==> config.mk <==
export PLATFORM = sky130hd
export DESIGN_NAME = bsf_host_ctrl
export DESIGN_NICKNAME = d
export VERILOG_FILES = /design/src/bsf_pkg.sv /design/src/bsf_host_ctrl.sv
export VERILOG_INCLUDE_DIRS = /design/src
export SDC_FILE = /design/constraint.sdc
export NUM_CORES = 1
export LEC_CHECK = 0
export ABC_AREA = 0
export BUFFER_PORTS_ARGS = -buffer_cell sky130_fd_sc_hd__buf_2
export CORE_ASPECT_RATIO = 0.9
export CORE_MARGIN = 2
export CORE_UTILIZATION = 40
export DETAILED_ROUTE_END_ITERATION = 6
export PLACE_DENSITY = 0.61
export SETUP_SLACK_MARGIN = 0.1
export SLEW_MARGIN = 20
export SYNTH_ARGS = -nofsm -noshare
export SYNTH_HDL_FRONTEND = slang
export SYNTH_SLANG_ARGS = --single-unit
==> constraint.sdc <==
create_clock -name aclk -period 3.21 [get_ports aclk]
set_input_delay 0.1605 -clock aclk [delete_from_list [all_inputs] [get_ports aclk]]
set_output_delay 0.1605 -clock aclk [all_outputs]
set_load 0.02 [all_outputs]
==> src/bsf_defines.svh <==
`ifndef BSF_DEFINES_SVH
`define BSF_DEFINES_SVH

// ----------------------------------------
// register map (byte addresses)
// ----------------------------------------
`define BSF_REG_CTRL 8'h00
`define BSF_REG_ADDR 8'h04
`define BSF_REG_WDATA 8'h08
`define BSF_REG_STATUS 8'h0C
`define BSF_REG_RDATA 8'h10
`define BSF_CTRL_RST 32'h0000_0000
`define BSF_ADDR_RST 19'h0_0000
`define BSF_WDATA_RST 16'h0000

// ----------------------------------------
// field positions
// ----------------------------------------
`define BSF_CTRL_CMD_LSB 0
`define BSF_CTRL_CMD_MSB 3
`define BSF_CTRL_GO 4
`define BSF_CTRL_BYTE 8
`define BSF_CTRL_STBY 9
`define BSF_CTRL_HWRST 10
`define BSF_STAT_BUSY 0
`define BSF_STAT_BYPASS 1
`define BSF_STAT_READY 2
`define BSF_STAT_POLL 3
`define BSF_TOGGLE_BIT 6

// ----------------------------------------
// timing
// ----------------------------------------
`define BSF_CLK_NS 50
`define BSF_T_ACC_NS 90
`define BSF_T_WP_NS 35
`define BSF_T_RP_NS 500
`define BSF_SYNC_CYC 3
`define BSF_ACC_CYC ((`BSF_T_ACC_NS + `BSF_CLK_NS - 1) / `BSF_CLK_NS)
`define BSF_WP_CYC ((`BSF_T_WP_NS + `BSF_CLK_NS - 1) / `BSF_CLK_NS)
`define BSF_RP_CYC ((`BSF_T_RP_NS + `BSF_CLK_NS - 1) / `BSF_CLK_NS)

// ----------------------------------------
// command cycle codes
// ----------------------------------------
`define BSF_UNLK1_ADDR_W 19'h0_0555
`define BSF_UNLK2_ADDR_W 19'h0_02AA
`define BSF_UNLK1_ADDR_B 19'h0_0AAA
`define BSF_UNLK2_ADDR_B 19'h0_0555
`define BSF_UNLK1_DATA 16'h00AA
`define BSF_UNLK2_DATA 16'h0055
`define BSF_CODE_PROG 16'h00A0
`define BSF_CODE_ERASE 16'h0080
`define BSF_CODE_CHIP 16'h0010
`define BSF_CODE_SECT 16'h0030
`define BSF_CODE_SUSP 16'h00B0
`define BSF_CODE_RESUME 16'h0030
`define BSF_CODE_RESET 16'h00F0
`define BSF_CODE_BYP 16'h0020
`define BSF_CODE_BYPX1 16'h0090
`define BSF_CODE_BYPX2 16'h0000

`endif

==> src/bsf_pkg.sv <==
`default_nettype none
package bsf_pkg;
	typedef enum logic [3:0] {
		BSF_CMD_READ = 4'h0,
		BSF_CMD_PROG = 4'h1,
		BSF_CMD_CHIP = 4'h2,
		BSF_CMD_SECT = 4'h3,
		BSF_CMD_SUSP = 4'h4,
		BSF_CMD_RESUME = 4'h5,
		BSF_CMD_RESET = 4'h6,
		BSF_CMD_BYP_ENTER = 4'h7,
		BSF_CMD_BYP_EXIT = 4'h8
	} bsf_cmd_t;
	typedef enum logic [2:0] {
		BSF_S_IDLE = 3'b000,
		BSF_S_WSET = 3'b001,
		BSF_S_WPUL = 3'b010,
		BSF_S_WREC = 3'b011,
		BSF_S_RSET = 3'b100,
		BSF_S_RCAP = 3'b101,
		BSF_S_RGAP = 3'b110,
		BSF_S_RST = 3'b111
	} bsf_state_t;
	typedef struct packed {
		logic ce_n;
		logic oe_n;
		logic we_n;
		logic rst_n;
		logic byte_n;
		logic [17:0] addr;
		logic [15:0] data_lines_o;
		logic [15:0] data_lines_oe;
	} bsf_pins_t;
	typedef struct packed {
		logic [18:0] addr;
		logic [15:0] data;
	} bsf_cycle_t;
endpackage : bsf_pkg
`default_nettype wire

==> src/bsf_host_ctrl.sv <==
// What this block does
// - never drive data while output enabled
// - commands issued as plain write cycles
// - bypass program takes two writes
// - completion detected by toggle bit polling
// - suspend and resume erase on command
// - standby by holding chip select high
// - width select pin picks byte or word
// - top data line is low address in byte mode
`timescale 1ns/10ps
`default_nettype none
`include "bsf_defines.svh"
module bsf_host_ctrl
	import bsf_pkg::*;
(
	input wire logic aclk,
	input wire logic aresetn,
	input wire logic ce,
	input wire logic [7:0] s_axi_awaddr,
	input wire logic s_axi_awvalid,
	output logic s_axi_awready,
	input wire logic [31:0] s_axi_wdata,
	input wire logic [3:0] s_axi_wstrb,
	input wire logic s_axi_wvalid,
	output logic s_axi_wready,
	output logic [1:0] s_axi_bresp,
	output logic s_axi_bvalid,
	input wire logic s_axi_bready,
	input wire logic [7:0] s_axi_araddr,
	input wire logic s_axi_arvalid,
	output logic s_axi_arready,
	output logic [31:0] s_axi_rdata,
	output logic [1:0] s_axi_rresp,
	output logic s_axi_rvalid,
	input wire logic s_axi_rready,
	output var bsf_pins_t flash_pins,
	input wire logic [15:0] data_lines_i,
	input wire logic ready_busy_n
);
	// ----------------------------------------
	// helpers
	// ----------------------------------------
	function automatic logic mapped(input logic [7:0] a);
		mapped = (a == `BSF_REG_CTRL) || (a == `BSF_REG_ADDR) || (a == `BSF_REG_WDATA) ||
			(a == `BSF_REG_STATUS) || (a == `BSF_REG_RDATA);
	endfunction : mapped

	function automatic logic [31:0] lane_mask(input logic [3:0] strb);
		lane_mask = 32'h0000_0000;
		for (int i = 0; i < 4; i++) begin
			lane_mask[i*8 +: 8] = {8{strb[i]}};
		end
	endfunction : lane_mask

	function automatic logic [2:0] seq_len(input bsf_cmd_t c, input logic byp);
		unique case (c)
			BSF_CMD_READ: seq_len = 3'd0;
			BSF_CMD_PROG: seq_len = byp ? 3'd2 : 3'd4;
			BSF_CMD_CHIP, BSF_CMD_SECT: seq_len = 3'd6;
			BSF_CMD_BYP_ENTER: seq_len = 3'd3;
			BSF_CMD_BYP_EXIT: seq_len = 3'd2;
			default: seq_len = 3'd1;
		endcase
	endfunction : seq_len

	function automatic bsf_cycle_t seq_cycle(input bsf_cmd_t c, input logic [2:0] step,
		input logic byp, input logic bm, input logic [18:0] a, input logic [15:0] d);
		bsf_cycle_t r;
		logic [18:0] u1a;
		logic [18:0] u2a;
		u1a = bm ? `BSF_UNLK1_ADDR_B : `BSF_UNLK1_ADDR_W;
		u2a = bm ? `BSF_UNLK2_ADDR_B : `BSF_UNLK2_ADDR_W;
		r.addr = a;
		r.data = d;
		if (c == BSF_CMD_SUSP) r.data = `BSF_CODE_SUSP;
		else if (c == BSF_CMD_RESUME) r.data = `BSF_CODE_RESUME;
		else if (c == BSF_CMD_RESET) r.data = `BSF_CODE_RESET;
		else if (c == BSF_CMD_BYP_EXIT) r.data = (step == 3'd0) ? `BSF_CODE_BYPX1 : `BSF_CODE_BYPX2;
		else if (c == BSF_CMD_PROG && (byp ? step != 3'd0 : step == 3'd3)) r.data = d;
		else if (c == BSF_CMD_PROG && byp) r.data = `BSF_CODE_PROG;
		else begin
			case (step)
				3'd0, 3'd3: begin
					r.addr = u1a;
					r.data = `BSF_UNLK1_DATA;
				end
				3'd1, 3'd4: begin
					r.addr = u2a;
					r.data = `BSF_UNLK2_DATA;
				end
				3'd2: begin
					r.addr = u1a;
					r.data = (c == BSF_CMD_PROG) ? `BSF_CODE_PROG :
						(c == BSF_CMD_BYP_ENTER) ? `BSF_CODE_BYP : `BSF_CODE_ERASE;
				end
				default: begin
					r.addr = (c == BSF_CMD_CHIP) ? u1a : a;
					r.data = (c == BSF_CMD_CHIP) ? `BSF_CODE_CHIP : `BSF_CODE_SECT;
				end
			endcase
		end
		seq_cycle = r;
	endfunction : seq_cycle

	// byte mode: pins carry a[18:1], top data line carries a[0]
	function automatic bsf_pins_t drive(input bsf_pins_t p, input logic bm,
		input bsf_cycle_t cy, input logic wr);
		bsf_pins_t q;
		q = p;
		q.byte_n = ~bm;
		q.addr = bm ? cy.addr[18:1] : cy.addr[17:0];
		if (bm) begin
			q.data_lines_o = {cy.addr[0], 7'h00, cy.data[7:0]};
			q.data_lines_oe = wr ? 16'h80FF : 16'h8000;
		end else begin
			q.data_lines_o = cy.data;
			q.data_lines_oe = wr ? 16'hFFFF : 16'h0000;
		end
		drive = q;
	endfunction : drive

	// ----------------------------------------
	// bus slave
	// ----------------------------------------
	logic [7:0] awaddr_r;
	logic [31:0] wdata_r;
	logic [3:0] wstrb_r;
	logic [31:0] ctrl_r;
	logic [18:0] addr_r;
	logic [15:0] wdat_r;
	logic [15:0] rd_r;
	logic rb_ready_r;
	bsf_state_t state_r;
	logic poll_r;
	logic bypass_r;
	logic wr_fire;
	logic [31:0] wmask;
	logic go;
	logic hwrst_go;

	assign wr_fire = !s_axi_awready && !s_axi_wready && !s_axi_bvalid;
	assign wmask = lane_mask(wstrb_r) & {32{wr_fire && awaddr_r == `BSF_REG_CTRL}};
	assign go = wmask[`BSF_CTRL_GO] && wdata_r[`BSF_CTRL_GO];
	assign hwrst_go = wmask[`BSF_CTRL_HWRST] && wdata_r[`BSF_CTRL_HWRST];

	always_ff @(posedge aclk) begin
		if (!aresetn) begin
			s_axi_awready <= 1'b1;
			s_axi_wready <= 1'b1;
			s_axi_bvalid <= 1'b0;
			s_axi_bresp <= 2'h0;
			awaddr_r <= 8'h00;
			wdata_r <= 32'h0000_0000;
			wstrb_r <= 4'h0;
		end else if (ce) begin
			if (s_axi_awvalid && s_axi_awready) begin
				awaddr_r <= s_axi_awaddr;
				s_axi_awready <= 1'b0;
			end
			if (s_axi_wvalid && s_axi_wready) begin
				wdata_r <= s_axi_wdata;
				wstrb_r <= s_axi_wstrb;
				s_axi_wready <= 1'b0;
			end
			if (wr_fire) begin
				s_axi_bvalid <= 1'b1;
				s_axi_bresp <= mapped(awaddr_r) ? 2'h0 : 2'h2;
			end
			if (s_axi_bvalid && s_axi_bready) begin
				s_axi_bvalid <= 1'b0;
				s_axi_awready <= 1'b1;
				s_axi_wready <= 1'b1;
			end
		end
	end

	always_ff @(posedge aclk) begin
		if (!aresetn) begin
			ctrl_r <= `BSF_CTRL_RST;
			addr_r <= `BSF_ADDR_RST;
			wdat_r <= `BSF_WDATA_RST;
		end else if (ce && wr_fire) begin
			// go and reset bits are pulses, never stored
			ctrl_r <= ((ctrl_r & ~wmask) | (wdata_r & wmask)) & 32'h0000_030F;
			if (awaddr_r == `BSF_REG_ADDR) begin
				addr_r <= 19'((addr_r & ~lane_mask(wstrb_r)) | (wdata_r & lane_mask(wstrb_r)));
			end
			if (awaddr_r == `BSF_REG_WDATA) begin
				wdat_r <= 16'((wdat_r & ~lane_mask(wstrb_r)) | (wdata_r & lane_mask(wstrb_r)));
			end
		end
	end

	always_ff @(posedge aclk) begin
		if (!aresetn) begin
			s_axi_arready <= 1'b1;
			s_axi_rvalid <= 1'b0;
			s_axi_rdata <= 32'h0000_0000;
			s_axi_rresp <= 2'h0;
		end else if (ce) begin
			if (s_axi_arvalid && s_axi_arready) begin
				s_axi_arready <= 1'b0;
				s_axi_rvalid <= 1'b1;
				s_axi_rresp <= mapped(s_axi_araddr) ? 2'h0 : 2'h2;
				unique case (s_axi_araddr)
					`BSF_REG_CTRL: s_axi_rdata <= ctrl_r;
					`BSF_REG_ADDR: s_axi_rdata <= {13'h0000, addr_r};
					`BSF_REG_WDATA: s_axi_rdata <= {16'h0000, wdat_r};
					`BSF_REG_STATUS: s_axi_rdata <= {28'h000_0000, poll_r, rb_ready_r,
						bypass_r, state_r != BSF_S_IDLE};
					`BSF_REG_RDATA: s_axi_rdata <= {16'h0000, rd_r};
					default: s_axi_rdata <= 32'h0000_0000;
				endcase
			end
			if (s_axi_rvalid && s_axi_rready) begin
				s_axi_rvalid <= 1'b0;
				s_axi_arready <= 1'b1;
			end
		end
	end

	// ----------------------------------------
	// pin input synchronisers
	// ----------------------------------------
	logic [15:0] din_s1, din_s2, din_s3;
	logic rb_s1, rb_s2, rb_s3;

	always_ff @(posedge aclk) begin
		if (!aresetn) begin
			din_s1 <= 16'hFFFF;
			din_s2 <= 16'hFFFF;
			din_s3 <= 16'hFFFF;
			rb_s1 <= 1'b1;
			rb_s2 <= 1'b1;
			rb_s3 <= 1'b1;
			rb_ready_r <= 1'b1;
		end else if (ce) begin
			din_s1 <= data_lines_i;
			din_s2 <= din_s1;
			din_s3 <= din_s2;
			rb_s1 <= ready_busy_n;
			rb_s2 <= rb_s1;
			rb_s3 <= rb_s2;
			if (rb_s2 == rb_s3) rb_ready_r <= rb_s3;
		end
	end

	// ----------------------------------------
	// pin sequencer
	// ----------------------------------------
	bsf_cmd_t cmd_r;
	logic [2:0] step_r;
	logic [3:0] cnt_r;
	logic first_r;
	logic prev_tog_r;
	logic susp_req_r;
	logic bm;
	bsf_cycle_t cyc;

	assign bm = ctrl_r[`BSF_CTRL_BYTE];
	assign cyc = seq_cycle(cmd_r, step_r, bypass_r, bm, addr_r, wdat_r);

	always_ff @(posedge aclk) begin
		if (!aresetn) begin
			state_r <= BSF_S_IDLE;
			cmd_r <= BSF_CMD_READ;
			step_r <= 3'd0;
			cnt_r <= 4'h0;
			poll_r <= 1'b0;
			first_r <= 1'b0;
			prev_tog_r <= 1'b0;
			bypass_r <= 1'b0;
			susp_req_r <= 1'b0;
			rd_r <= 16'hFFFF;
			flash_pins <= '{ce_n: 1'b1, oe_n: 1'b1, we_n: 1'b1, rst_n: 1'b1, byte_n: 1'b1,
				addr: 18'h0_0000, data_lines_o: 16'h0000, data_lines_oe: 16'h0000};
		end else if (ce) begin
			// reset pulse wins in every state
			if (hwrst_go) begin
				state_r <= BSF_S_RST;
				cnt_r <= 4'h0;
				flash_pins.rst_n <= 1'b0;
				flash_pins.ce_n <= 1'b1;
				flash_pins.oe_n <= 1'b1;
				flash_pins.we_n <= 1'b1;
				flash_pins.data_lines_oe <= 16'h0000;
			end else begin
				// suspend may cut into a running poll
				if (go && poll_r && bsf_cmd_t'((ctrl_r[3:0] & ~wmask[3:0]) |
					(wdata_r[3:0] & wmask[3:0])) == BSF_CMD_SUSP) susp_req_r <= 1'b1;
				unique case (state_r)
					BSF_S_IDLE: begin
						flash_pins.ce_n <= ctrl_r[`BSF_CTRL_STBY];
						flash_pins.byte_n <= ~bm;
						// low address line held in byte mode
						flash_pins.data_lines_oe <= bm ? 16'h8000 : 16'h0000;
						if (go) begin
							cmd_r <= bsf_cmd_t'(wdata_r[`BSF_CTRL_CMD_MSB:`BSF_CTRL_CMD_LSB]);
							step_r <= 3'd0;
							cnt_r <= 4'h0;
							state_r <= (wdata_r[3:0] == 4'h0) ? BSF_S_RSET : BSF_S_WSET;
						end
					end
					BSF_S_WSET: begin
						// set address and data with strobe high
						flash_pins <= drive(flash_pins, bm, cyc, 1'b1);
						flash_pins.ce_n <= 1'b0;
						flash_pins.oe_n <= 1'b1;
						state_r <= BSF_S_WPUL;
					end
					BSF_S_WPUL: begin
						flash_pins.we_n <= 1'b0;
						cnt_r <= cnt_r + 4'h1;
						if (cnt_r == 4'(`BSF_WP_CYC)) begin
							flash_pins.we_n <= 1'b1;
							state_r <= BSF_S_WREC;
						end
					end
					BSF_S_WREC: begin
						cnt_r <= 4'h0;
						step_r <= step_r + 3'd1;
						state_r <= BSF_S_WSET;
						if (step_r == seq_len(cmd_r, bypass_r) - 3'd1) begin
							if (cmd_r == BSF_CMD_BYP_ENTER) bypass_r <= 1'b1;
							if (cmd_r == BSF_CMD_BYP_EXIT || cmd_r == BSF_CMD_RESET) bypass_r <= 1'b0;
							// embedded run is awaited by polling
							poll_r <= cmd_r inside {BSF_CMD_PROG, BSF_CMD_CHIP, BSF_CMD_SECT,
								BSF_CMD_SUSP};
							first_r <= 1'b1;
							state_r <= BSF_S_RGAP;
						end
					end
					BSF_S_RSET: begin
						// drop data drive as output enable falls
						flash_pins <= drive(flash_pins, bm, '{addr: addr_r, data: 16'h0000}, 1'b0);
						flash_pins.ce_n <= 1'b0;
						flash_pins.oe_n <= 1'b0;
						cnt_r <= cnt_r + 4'h1;
						if (cnt_r == 4'(`BSF_ACC_CYC + `BSF_SYNC_CYC)) state_r <= BSF_S_RCAP;
					end
					BSF_S_RCAP: begin
						if (din_s2 == din_s3) begin
							// byte mode keeps only low lines
							rd_r <= bm ? {8'h00, din_s3[7:0]} : din_s3;
							// done once toggle bit holds still
							if (poll_r && !first_r && din_s3[`BSF_TOGGLE_BIT] == prev_tog_r) begin
								poll_r <= 1'b0;
							end
							prev_tog_r <= din_s3[`BSF_TOGGLE_BIT];
							first_r <= 1'b0;
							flash_pins.oe_n <= 1'b1;
							state_r <= BSF_S_RGAP;
						end
					end
					BSF_S_RGAP: begin
						// toggle bit only moves between separate reads
						flash_pins.oe_n <= 1'b1;
						flash_pins.data_lines_oe <= bm ? 16'h8000 : 16'h0000;
						cnt_r <= 4'h0;
						if (susp_req_r) begin
							susp_req_r <= 1'b0;
							cmd_r <= BSF_CMD_SUSP;
							step_r <= 3'd0;
							poll_r <= 1'b0;
							state_r <= BSF_S_WSET;
						end else begin
							state_r <= poll_r ? BSF_S_RSET : BSF_S_IDLE;
						end
					end
					BSF_S_RST: begin
						cnt_r <= cnt_r + 4'h1;
						if (cnt_r == 4'(`BSF_RP_CYC)) begin
							flash_pins.rst_n <= 1'b1;
							bypass_r <= 1'b0;
							poll_r <= 1'b0;
							susp_req_r <= 1'b0;
							state_r <= BSF_S_IDLE;
						end
					end
				endcase
			end
		end
	end
endmodule : bsf_host_ctrl
`default_nettype wire

### Yosys cells after proc, flatten, opt, wreduce, memory -nomap -nowiden

Cells that the tools add are included.

| storage, ports and cells | value |
|---|---|
| register bits after elaboration | 254 |
| logic and storage cells | 292 |
| input port bits | 77 |

| operators by class | value |
|---|---|
| add/sub/neg operators | 3 |
| bitwise gates (word level) | 17 |
| mux-type cells | 94 |
| equal/unequal tests | 47 |
| reductions and logical operators | 92 |

Operators with widths:

| operator | number |
|---|---|
| 16-bit two-way mux | 9 |
| 19-bit two-way mux | 7 |
| 35-bit case mux with 3 select lines | 1 |
| 19-bit case mux with 5 select lines | 1 |
| 34-bit case mux with 2 select lines | 1 |
| 32-bit two-way mux | 2 |
| 3-bit two-way mux | 17 |
| 16-bit case mux with 3 select lines | 1 |
| 19-bit bitwise AND | 2 |
| 18-bit two-way mux | 2 |
| 8-bit by 4-bit == test with 1-bit output, second input constant | 4 |
| 2-bit AND reduction | 15 |
| 1-bit two-way mux | 29 |
| 4-bit by 3-bit == test with 1-bit output, second input constant | 6 |
| 8-bit two-way mux | 3 |
| 3-bit case mux with 8 select lines | 1 |
| 2-bit nonzero test | 11 |
| 10-bit bitwise AND | 2 |
| 4-bit two-way mux | 5 |
| 4-bit nonzero test | 5 |
| 19-bit inverter | 1 |
| 19-bit OR | 1 |
| 3-bit != test, second input constant | 6 |
| 1-bit logical AND | 17 |
| 48 further kinds | 104 |

### Longest topological paths before layout

Gate-level depths: netlist (run 1).

| logic depth | value |
|---|---|
| word-level depth | 14 |
| depth in mapped cells | 12 |
| depth with buffers taken out | 11 |

### Least setup slack after synthesis (run 1)

No wires, ideal clock.

| timing | value |
|---|---|
| path type | reg-to-reg |
| start point | register cmd_r[1] |
| end point | register state_r[0] |
| setup time | 0.130 ns |
| stages on the path, launching flop included | 13 |
| setup slack | 0.732 ns |
| arrival | 2.348 ns |
| path through | dfxtp_1 > buf_4 > clkbuf_1 > o21ai_0 > a21oi_1 > nor2_1 > ha_1 > xnor2_1 > nor2b_1 > mux2i_1 > or2_1 > a2111oi_0 > nor3_1 |

| between the ends | value |
|---|---|
| longest elaborated chain between the ends | 12 |

RTL lines:

| what | RTL line | text |
|---|---|---|
| from (decl) | bsf_host_ctrl.sv:251 | `bsf_cmd_t cmd_r;` |
| from (signal assigned) | bsf_host_ctrl.sv:298 | `` cmd_r <= bsf_cmd_t'(wdata_r[`BSF_CTRL_CMD_MSB:`BSF_CTRL_CMD_LSB]); `` |
| 4-bit by 2-bit == test with 1-bit output | bsf_host_ctrl.sv:56 | `unique case (c)` |
| 2-bit OR reduction | bsf_host_ctrl.sv:56 |  |
| 3-bit case mux with 5 select lines (*) | bsf_host_ctrl.sv:56 |  |
| 3-bit two-way mux (*) | bsf_host_ctrl.sv:291 | `unique case (state_r)` |
| 3-bit two-way mux (*) | bsf_host_ctrl.sv:279 | `if (hwrst_go) begin` |
| 3-bit two-way mux (*) | bsf_host_ctrl.sv:277 | `end else if (ce) begin` |
| 3-bit two-way mux (*) | bsf_host_ctrl.sv:264 | `if (!aresetn) begin` |
| 3-bit by 1-bit subtractor with 3-bit output (*) | bsf_host_ctrl.sv:323 | `if (step_r == seq_len(cmd_r, bypass_r) - 3'd1) begin` |
| 3-bit == test (*) | bsf_host_ctrl.sv:323 |  |
| 3-bit two-way mux (*) | bsf_host_ctrl.sv:323 |  |
| 3-bit case mux with 8 select lines (*) | bsf_host_ctrl.sv:291 |  |
| 3-bit two-way mux (*) | bsf_host_ctrl.sv:279 |  |
| to (signal assigned) | bsf_host_ctrl.sv:301 | `state_r <= (wdata_r[3:0] == 4'h0) ? BSF_S_RSET : BSF_S_WSET;` |
| to (signal assigned) | bsf_host_ctrl.sv:367 | `state_r <= poll_r ? BSF_S_RSET : BSF_S_IDLE;` |
| to (decl) | bsf_host_ctrl.sv:133 | `bsf_state_t state_r;` |

Every way passes the cells marked *; elsewhere a longest branch is shown, timed or not. The select of a mux whose other input is x is not followed.
A chain may end at the register's enable or synchronous reset.

### Worst setup path after layout (run 1)

| timing | value |
|---|---|
| start point | register cmd_r[0] |
| end point | register state_r[0] |

The elaborated chain is that of the path after synthesis.

==> results of run 1 <==
-- routing by layer --
metal	track usage [%]	up-vias	wire (um)
li1	-	4461	-
met1	28.15	4269	13600
met2	33.09	275	13330
met3	3.002	53	1436
met4	5.675	2	775
met5	0	-	13
-- logic make-up after synthesis --
family	share of synthesized area [%]
AND/OR/NAND/NOR	19.55
multiplexers	10.05
other	0.03552
adder cells (fa/ha/maj)	1.066
flip-flops	42.85
buffers and inverters	6.434
AO/OA/AOI/OAI	17.86
XOR/XNOR	2.157
-- stage by stage --
step | setup WS [ps] | utilization [%] | cells
after floorplan | 731.5 | - | 1208
after global placement | 503.8 | 43.64 | 1612
after detailed placement | 432.4 | 43.64 | 1612
after CTS | 421.4 | 49.49 | 1712
after global routing | 150.3 | 49.49 | 1712
final | 386.2 | 49.49 | 1712
-- worst min path at each step --
stage | cells after the start | from | endpoint
2_1_floorplan | 2 | data_lines_i[0] | din_s1[0]
3_3_place_gp | 3 | data_lines_i[1] | din_s1[1]
3_5_place_dp | 3 | data_lines_i[5] | din_s1[5]
4_1_cts | 4 | ce | s_axi_rvalid
5_1_grt | 4 | ce | s_axi_rvalid
6_report | 4 | ce | s_axi_rvalid
-- power groups by stage --
stage | sequential (W) | clock (W) | combinational (W)
finish | 0.00310 | 0.00329 | 0.00119
detailed placement | 0.00316 | 0 | 0.00114
global placement | 0.00316 | 0 | 0.00113
global route | 0.00312 | 0.00344 | 0.00130
CTS | 0.00310 | 0.00334 | 0.00119
floorplan | 0.00315 | 0 | 0.000839
-- Yosys cell counts (all sizes together) (6+ instances only) --
cell type / number
a21boi: 51
and3: 6
nand2: 233
o211ai: 16
o311ai: 12
mux2: 8
xnor2: 24
a21oi: 37
and2: 10
ha: 9
nor3: 15
inv: 26
o21a: 6
nor2: 42
clkbuf: 46
a21o: 10
mux2i: 97
o31ai: 6
nand3: 28
nand4: 8
dfxtp: 226
o21ai: 48
a22oi: 19
a222oi: 11
nor2b: 53
buf: 62
a31oi: 8
-- final cells by class --
| type | instances | area (um^2) | area share (%) |
|---|---|---|---|
| clock inverters | 11 | 247.7 | 1.926 |
| inverters | 26 | 97.59 | 0.7587 |
| flip-flops and latches | 226 | 4524 | 35.17 |
| multi-input cells | 848 | 5408 | 42.04 |
| clock buffers | 32 | 701.9 | 5.457 |
| well taps | 348 | 435.4 | 3.385 |
| repair buffers | 221 | 1449 | 11.26 |
-- worst max-delay path: cells and delay by family, from the launching register on --
family,cells,cell delay [ps]
and+or+nand+nor,5,1170
AOI/OAI and AO/OA,1,500
adders and majority gates,1,330
DFF,1,450
xor gates and xnor gates,1,140
muxes,1,90
==> impl_metrics.env, run 1 <==
export IMPL_crit_path_cell_trace="nor4b_2, nor2_1, ha_1, xnor2_1, nor2b_1, mux2i_1, or2_1, a2111oi_0, nor3_1"
export IMPL_max_cap_viol_count=0
export IMPL_p_total_w=0.007575
export IMPL_die_w_um=175.3
export IMPL_p_seq_share_pct=40.9
export IMPL_layout_drive_gt1_share_pct=17.38
export IMPL_drv_slew=0
export IMPL_holdBufCountCts=57
export IMPL_fp_dieArea_mm2=0.02771
export IMPL_htree_levels=1
export IMPL_postSynth_asyncResetShare_pct=0
export IMPL_yosysWarnings=0
export IMPL_drt_iter0_drc=674
export IMPL_syn_to_final_growth_pct=21.83
export IMPL_first_pass_iters=5
export IMPL_p_int_w=0.005505
export IMPL_num_antenna_cells=0
export IMPL_fin_worst_skew_ps=7.888
export IMPL_ir_drop_mv=0.4550
export IMPL_max_freq_mhz=354.1
export IMPL_slowest_stage="nor4b_2"
export IMPL_clkPwrFrac_pct=43.4
export IMPL_final_nets=1434
export IMPL_synthTopCellsByArea="dfxtp_1 (43%), mux2i_1 (9.2%), nand2_1 (8.3%)"
export IMPL_yosysTopAreaCellShare_pct=42.85
export IMPL_r2r_end="state_r[0]"
export IMPL_crit_fanout=13
export IMPL_ys_ff_latch=226
export IMPL_routed_wl_mm=29.16
export IMPL_cp_startpoint="cmd_r[0]"
export IMPL_r2r_start="cmd_r[0]"
export IMPL_gr_usage_all_layers_pct=20.36
export IMPL_fp_dieH_um=158.1
export IMPL_crit_end="state_r[0]"
export IMPL_hold_viol=0
export IMPL_grt_start_max_net_pins=75
export IMPL_finalWeightedCongestion=0.8788
export IMPL_clockBufferDepth=3
export IMPL_drc=0
export IMPL_clock_latency_ps=530
export IMPL_final_min_clock_period_ps=2824
export IMPL_combPwrFrac_pct=15.7
export IMPL_netlist_top_cell_by_area="dfxtp_1"
export IMPL_design_area_mm2=0.01286
export IMPL_maxSlewHeadroom_pct=32.57
export IMPL_required_ps=3590
export IMPL_antenna_found_initial=1
export IMPL_setup_tns_ps=0
export IMPL_syn_avg_cell_area_um2=8.843
export IMPL_leakage_nw=5.408
export IMPL_postCtsSetupRepairBufs=0
export IMPL_cts_sinks=226
export IMPL_r2r_setup_slack_ps=390
export IMPL_via_per_inst=5.292
export IMPL_p_sw_w=0.002070
export IMPL_core_area_mm2=0.02599
export IMPL_overflow=0
export IMPL_cts_tree="done"
export IMPL_syn_area_mm2=0.01056
export IMPL_hp_class="in -> reg"
export IMPL_clk_pin_slew_ps=60
export IMPL_grt_pass1_vias=8183
export IMPL_clock_root_buffer="clkbuf_16"
export IMPL_synth_edf_count=0
export IMPL_crit_path_end_kind="flip-flop"
export IMPL_num_rows=56
export IMPL_n_fill_cell=2477
export IMPL_wl_per_cell_um=17.03
export IMPL_critPathKind="reg -> reg"
export IMPL_p_sw_share_pct=27.32
export IMPL_setup_viol=0
export IMPL_ys_seq_area_share_pct=42.85
export IMPL_port_buffers=143
export IMPL_num_io_pins=173
export IMPL_ff2ff_path_depth=9
export IMPL_post_route_period_util_pct=87.97
export IMPL_worstSetupStartpointType="flip-flop"
export IMPL_crit_arrival_ps=3210
export IMPL_ant_nets=0
export IMPL_layout_common_cells="nand2_1 (233), dfxtp_1 (226), buf_2 (141)"
export IMPL_cts_made_buffers=25
export IMPL_final_common_cell="nand2_1"
export IMPL_outcome="finished, final reports clean"
export IMPL_rsz0062_at_grt="no"
export IMPL_worst_path_largest_cell_delay_ps=550
export IMPL_cts_resized=0
export IMPL_tightestPinTransition_ps=1012
export IMPL_hold_worst_slack_ps=48.59
export IMPL_via_count=9060
export IMPL_grt_pass1_wl_mm=45.03
export IMPL_place_hpwl_mm=20.70
export IMPL_pwr_density_cell_mw_per_mm2=588.8
export IMPL_postSynthCellCount=1194
export IMPL_synth_distinct_cells=80
export IMPL_ys_flop_type="dfxtp_1"
export IMPL_postPlaceCellArea_mm2=0.01134
export IMPL_initial_core_util_pct=40.62
No activity file was read; power rests on OpenSTA's default activity.
==> run 2, diff against run 1 <==
--- a/config.mk
+++ b/config.mk
@@ -11,6 +11,7 @@
 export CORE_ASPECT_RATIO = 0.9
 export CORE_MARGIN = 2
 export CORE_UTILIZATION = 40
+export CTS_BUF_LIST = sky130_fd_sc_hd__clkbuf_8
 export DETAILED_ROUTE_END_ITERATION = 6
 export PLACE_DENSITY = 0.61
 export SETUP_SLACK_MARGIN = 0.1
==> impl_metrics.env, run 2 (same netlist as run 1, synthesis figures left out) <==
export IMPL_rsz0062_at_grt="no"
export IMPL_drt_iter0_drc=602
export IMPL_crit_path_end_kind="flip-flop"
export IMPL_r2r_setup_slack_ps=380
export IMPL_place_hpwl_mm=20.70
export IMPL_drv_slew=0
export IMPL_r2r_start="cmd_r[0]"
export IMPL_fin_worst_skew_ps=18.25
export IMPL_critPathKind="reg -> reg"
export IMPL_core_area_mm2=0.02599
export IMPL_post_route_period_util_pct=88.02
export IMPL_grt_pass1_wl_mm=45.62
export IMPL_required_ps=3600
export IMPL_routed_wl_mm=29.64
export IMPL_r2r_end="state_r[0]"
export IMPL_ff_latch_area_mm2=0.004524
export IMPL_clock_root_buffer="clkbuf_8"
export IMPL_clock_latency_ps=550
export IMPL_multiInputGateArea_mm2=0.005408
export IMPL_num_io_pins=173
export IMPL_hp_start="ce"
export IMPL_layout_drive_gt1_share_pct=17.55
export IMPL_cts_sinks=226
export IMPL_via_count=9166
export IMPL_hp_class="in -> reg"
export IMPL_hold_viol=0
export IMPL_dp_cells=1612
export IMPL_tightestPinTransition_ps=1002
export IMPL_postCtsSetupRepairBufs=0
export IMPL_max_cap_viol_count=0
export IMPL_antenna_found_initial=1
export IMPL_layout_common_cells="nand2_1 (233), dfxtp_1 (226), buf_2 (141)"
export IMPL_pwr_density_cell_mw_per_mm2=530.4
export IMPL_crit_arrival_ps=3210
export IMPL_fp_dieArea_mm2=0.02771
export IMPL_initial_core_util_pct=40.62
export IMPL_clk_pin_slew_ps=60
export IMPL_maxSlewHeadroom_pct=33.17
export IMPL_port_buffers=143
export IMPL_final_nets=1448
export IMPL_design_area_mm2=0.01261
export IMPL_ant_nets=0
export IMPL_cts_made_buffers=38
export IMPL_grt_start_max_net_pins=75
export IMPL_num_rows=56
export IMPL_leakage_nw=5.364
export IMPL_clockBufferDepth=3
export IMPL_setup_viol=0
export IMPL_outcome="finished, final reports clean"
export IMPL_ir_drop_mv=0.2511
export IMPL_num_antenna_cells=0
export IMPL_overflow=0
export IMPL_final_common_cell="nand2_1"
export IMPL_whs_endpoint="s_axi_rvalid"
export IMPL_n_fill_cell=2528
export IMPL_postPlaceCellArea_mm2=0.01134
export IMPL_final_min_clock_period_ps=2825
export IMPL_ff2ff_path_depth=9
export IMPL_cts_tree="done"
export IMPL_crit_fanout=13
export IMPL_final_cells=1733
export IMPL_hold_worst_slack_ps=46.78
export IMPL_max_freq_mhz=353.9
export IMPL_worstSetupStartpointType="flip-flop"
export IMPL_drc=0
export IMPL_grt_pass1_vias=8428
export IMPL_fp_dieH_um=158.1
export IMPL_gr_usage_all_layers_pct=20.73
export IMPL_whs_path_depth=4
export IMPL_first_pass_iters=5
export IMPL_syn_to_final_growth_pct=19.47
export IMPL_via_per_inst=5.289
export IMPL_setup_tns_ps=0
export IMPL_htree_levels=2
export IMPL_die_w_um=175.3
export IMPL_wl_per_cell_um=17.10
export IMPL_finalWeightedCongestion=0.8788
-- run 2: cell types whose count changed in the layout (fill, tap and decap cells not counted), sizes merged --
cell,previous run,this run
inv,27,44
clkbuf,32,44
clkinvlp,1,0
dlygate4sd3,57,58
bufinv,7,0
clkinv,2,1
-- run 2: routing by layer --
metal,vias to the layer above,routed length [um],GRT usage [%]
li1,4490,-,-
met1,4316,13580,28.04
met2,296,13520,32.96
met3,62,1756,4.011
met4,2,773,7.460
met5,-,13,0
-- run 2: worst max-delay path by stage --
stage                  start         end  slack, ps  depth (start not counted)
detailed placement  cmd_r[0]  state_r[0]        430                          9
global route        cmd_r[0]  state_r[0]        140                          9
floorplan           cmd_r[1]  state_r[0]        730                         12
CTS                 cmd_r[0]  state_r[0]        410                          9
global placement    cmd_r[0]  state_r[0]        500                          9
finish              cmd_r[0]  state_r[0]        380                          9
-- run 2: metrics by stage --
step / util [%] / setup slack, ps / power (W)
2_1_floorplan: - / 731.5 / 0.003989
3_3_place_gp: 43.64 / 503.8 / 0.004286
3_5_place_dp: 43.64 / 432.4 / 0.004294
4_1_cts: 48.53 / 410.3 / 0.006748
5_1_grt: 48.53 / 142.8 / 0.006998
6_report: 48.53 / 384.6 / 0.006691
-- run 2: final cells by class --
cell class,count,share of cell area [%]
Tap cell,348,3.452
Inverter,26,0.7737
Clock buffer,44,4.801
Clock inverter,19,0.6745
Sequential cell,226,35.87
Multi-Input combinational cell,848,42.87
Timing Repair Buffer,222,11.57
-- run 2: worst max-delay path, stage by stage (launching register included) --
cell and delay, ps:
dfxtp_1 440, nor4b_2 560, nor2_1 120, ha_1 330, xnor2_1 140, nor2b_1 120
mux2i_1 90, or2_1 300, a2111oi_0 470, nor3_1 80
-- run 2: report_power, final --
part	leakage, nW	switching, W	internal, W
sequential	1.84	0.000161	0.00294
clock	0.416	0.00115	0.00125
combinational	3.11	0.000731	0.000464
-- run 2: timing repair --
action / CTS / global route
hold buffers: 58 / 0
setup endpoints to repair: 0 / 0
hold endpoints to repair: 54 / 0
resized for setup: 0 / 0
==> run 3, diff against run 2 <==
--- a/config.mk
+++ b/config.mk
@@ -8,7 +8,7 @@
 export LEC_CHECK = 0
 export ABC_AREA = 0
 export BUFFER_PORTS_ARGS = -buffer_cell sky130_fd_sc_hd__buf_2
-export CORE_ASPECT_RATIO = 0.9
+export CORE_ASPECT_RATIO = 1.2
 export CORE_MARGIN = 2
 export CORE_UTILIZATION = 40
 export CTS_BUF_LIST = sky130_fd_sc_hd__clkbuf_8
==> constraint.sdc (replaced) <==
create_clock -name aclk -period 3.21 [get_ports aclk]
set_input_delay 0.1605 -clock aclk [delete_from_list [all_inputs] [get_ports aclk]]
set_output_delay 0.1605 -clock aclk [all_outputs]
set_load 0.005 [all_outputs]
==> impl_metrics.env, run 3 (same netlist as run 1, synthesis figures left out) <==
export IMPL_postPlaceCellArea_mm2=0.01132
export IMPL_postCtsSetupRepairBufs=0
export IMPL_final_min_clock_period_ps=2665
export IMPL_cts_made_buffers=38
export IMPL_setup_tns_ps=0
export IMPL_required_ps=3600
export IMPL_place_hpwl_mm=21.03
export IMPL_overflow=0
export IMPL_crit_arrival_ps=3060
export IMPL_layout_common_cells="nand2_1 (233), dfxtp_1 (226), buf_2 (141)"
export IMPL_via_count=9083
export IMPL_num_rows=65
export IMPL_leakage_nw=5.399
export IMPL_met1_length_mm=13.52
export IMPL_tightestPinTransition_ps=925.7
export IMPL_crit_path_end_kind="flip-flop"
export IMPL_die_w_um=152.3
export IMPL_maxSlewHeadroom_pct=38.12
export IMPL_antenna_found_initial=1
export IMPL_final_common_cell="nand2_1"
export IMPL_ant_nets=0
export IMPL_drc=0
export IMPL_fp_dieH_um=182.0
export IMPL_routed_wl_mm=30.11
export IMPL_core_area_mm2=0.02611
export IMPL_hold_viol=0
export IMPL_wl_met2_mm=13.74
export IMPL_drv_slew=0
export IMPL_drt_iter0_drc=745
export IMPL_via_per_inst=5.266
export IMPL_clk_pin_slew_ps=60
export IMPL_final_nets=1445
export IMPL_first_pass_iters=6
export IMPL_max_freq_mhz=375.2
export IMPL_hold_worst_slack_ps=54.45
export IMPL_cts_sinks=226
export IMPL_max_cap_viol_count=0
export IMPL_gr_usage_all_layers_pct=21.29
export IMPL_clock_root_buffer="clkbuf_8"
export IMPL_routed_top_layer="met4"
export IMPL_setup_viol=0
export IMPL_fin_worst_skew_ps=37.08
export IMPL_cts_tree="done"
export IMPL_pwr_density_cell_mw_per_mm2=540.3
export IMPL_n_fill_cell=2492
export IMPL_worstSetupStartpointType="flip-flop"
export IMPL_initial_core_util_pct=40.45
export IMPL_fp_dieArea_mm2=0.02772
export IMPL_design_area_mm2=0.01271
export IMPL_hp_class="in -> reg"
export IMPL_cts_resized=0
export IMPL_syn_to_final_growth_pct=20.35
export IMPL_layout_drive_gt1_share_pct=18.30
export IMPL_clock_latency_ps=560
export IMPL_wl_per_cell_um=17.46
export IMPL_crit_fanout=12
export IMPL_wl_met3_mm=2.024
export IMPL_grt_pass1_wl_mm=47.60
export IMPL_ir_drop_mv=0.4196
export IMPL_rsz0062_at_grt="no"
export IMPL_finalWeightedCongestion=0.8961
export IMPL_p_total_w=0.006866
export IMPL_grt_pass1_vias=8584
export IMPL_grt_start_max_net_pins=88
export IMPL_outcome="finished, final reports clean"
export IMPL_clockBufferDepth=3
export IMPL_htree_levels=2
export IMPL_port_buffers=143
export IMPL_post_route_period_util_pct=83.03
export IMPL_critPathKind="reg -> reg"
export IMPL_num_io_pins=173
run 3: cell types whose count changed in the layout (fill, tap and decap cells not counted):
cell | before | now
buf_4 | 23 | 20
buf_12 | 0 | 1
clkbuf_8 | 44 | 50
dlygate4sd3_1 | 58 | 57
bufinv_16 | 0 | 1
diode_2 | 0 | 2
clkinv_2 | 1 | 7
inv_1 | 41 | 34
run 3: area by class of cell:
type	instances	area [um^2]	area share [%]
antenna	2	5.005	0.03939
sequential	226	4524	35.60
multi-input combinational	848	5408	42.56
tap	335	419.2	3.299
clock inverter	19	118.9	0.9354
timing repair buffer	219	1446	11.38
inverter	26	97.59	0.7680
clock buffer	50	688.2	5.416
run 3: worst max-delay path, stage by stage, from the launching register on:
cell       delay [ps]
dfxtp_1           580
nor2b_1           180
o21ai_0            80
a21oi_1           150
nor2_1             60
ha_1              310
xnor2_1           140
nor2b_1           110
mux2i_1            90
or2_1             300
a2111oi_0         460
nor3_1             80
run 3: metal layers:
layer | track usage, % | vias up
met5 | 0 | -
met4 | 7.551 | 0
met3 | 4.153 | 60
met2 | 34.77 | 287
met1 | 28.11 | 4241
li1 | - | 4495
run 3: final timing paths:
| check | start | slack, ps | endpoint | depth (start not counted) |
|---|---|---|---|---|
| worst min register to register | flash_pins[36] | 450 | flash_pins[36] | 2 |
| worst min-delay path | s_axi_araddr[4] | 50 | s_axi_rdata[3] | 4 |
| worst max register to register | bypass_r | 540 | state_r[0] | 11 |
| worst max-delay path | bypass_r | 540 | state_r[0] | 11 |
run 3: report_power, final:
group	switching (W)	internal, W
combinational	0.000622	0.000458
sequential	0.000152	0.00294
clock	0.00121	0.00149
run 3: timing repair:
action | 4_1_cts | 5_1_grt
endpoints found under the setup margin | 0 | 0
hold endpoints to repair | 59 | 0
hold buffers | 57 | 0
run 3: stage by stage:
stage | utilization (%) | setup WS (ps) | instances
after detailed placement | 43.38 | 539.1 | 1597
after floorplan | - | 731.5 | 1208
after CTS | 48.66 | 518.2 | 1723
after global routing | 48.66 | 272.3 | 1723
final | 48.67 | 544.8 | 1725
after global placement | 43.38 | 591.5 | 1597
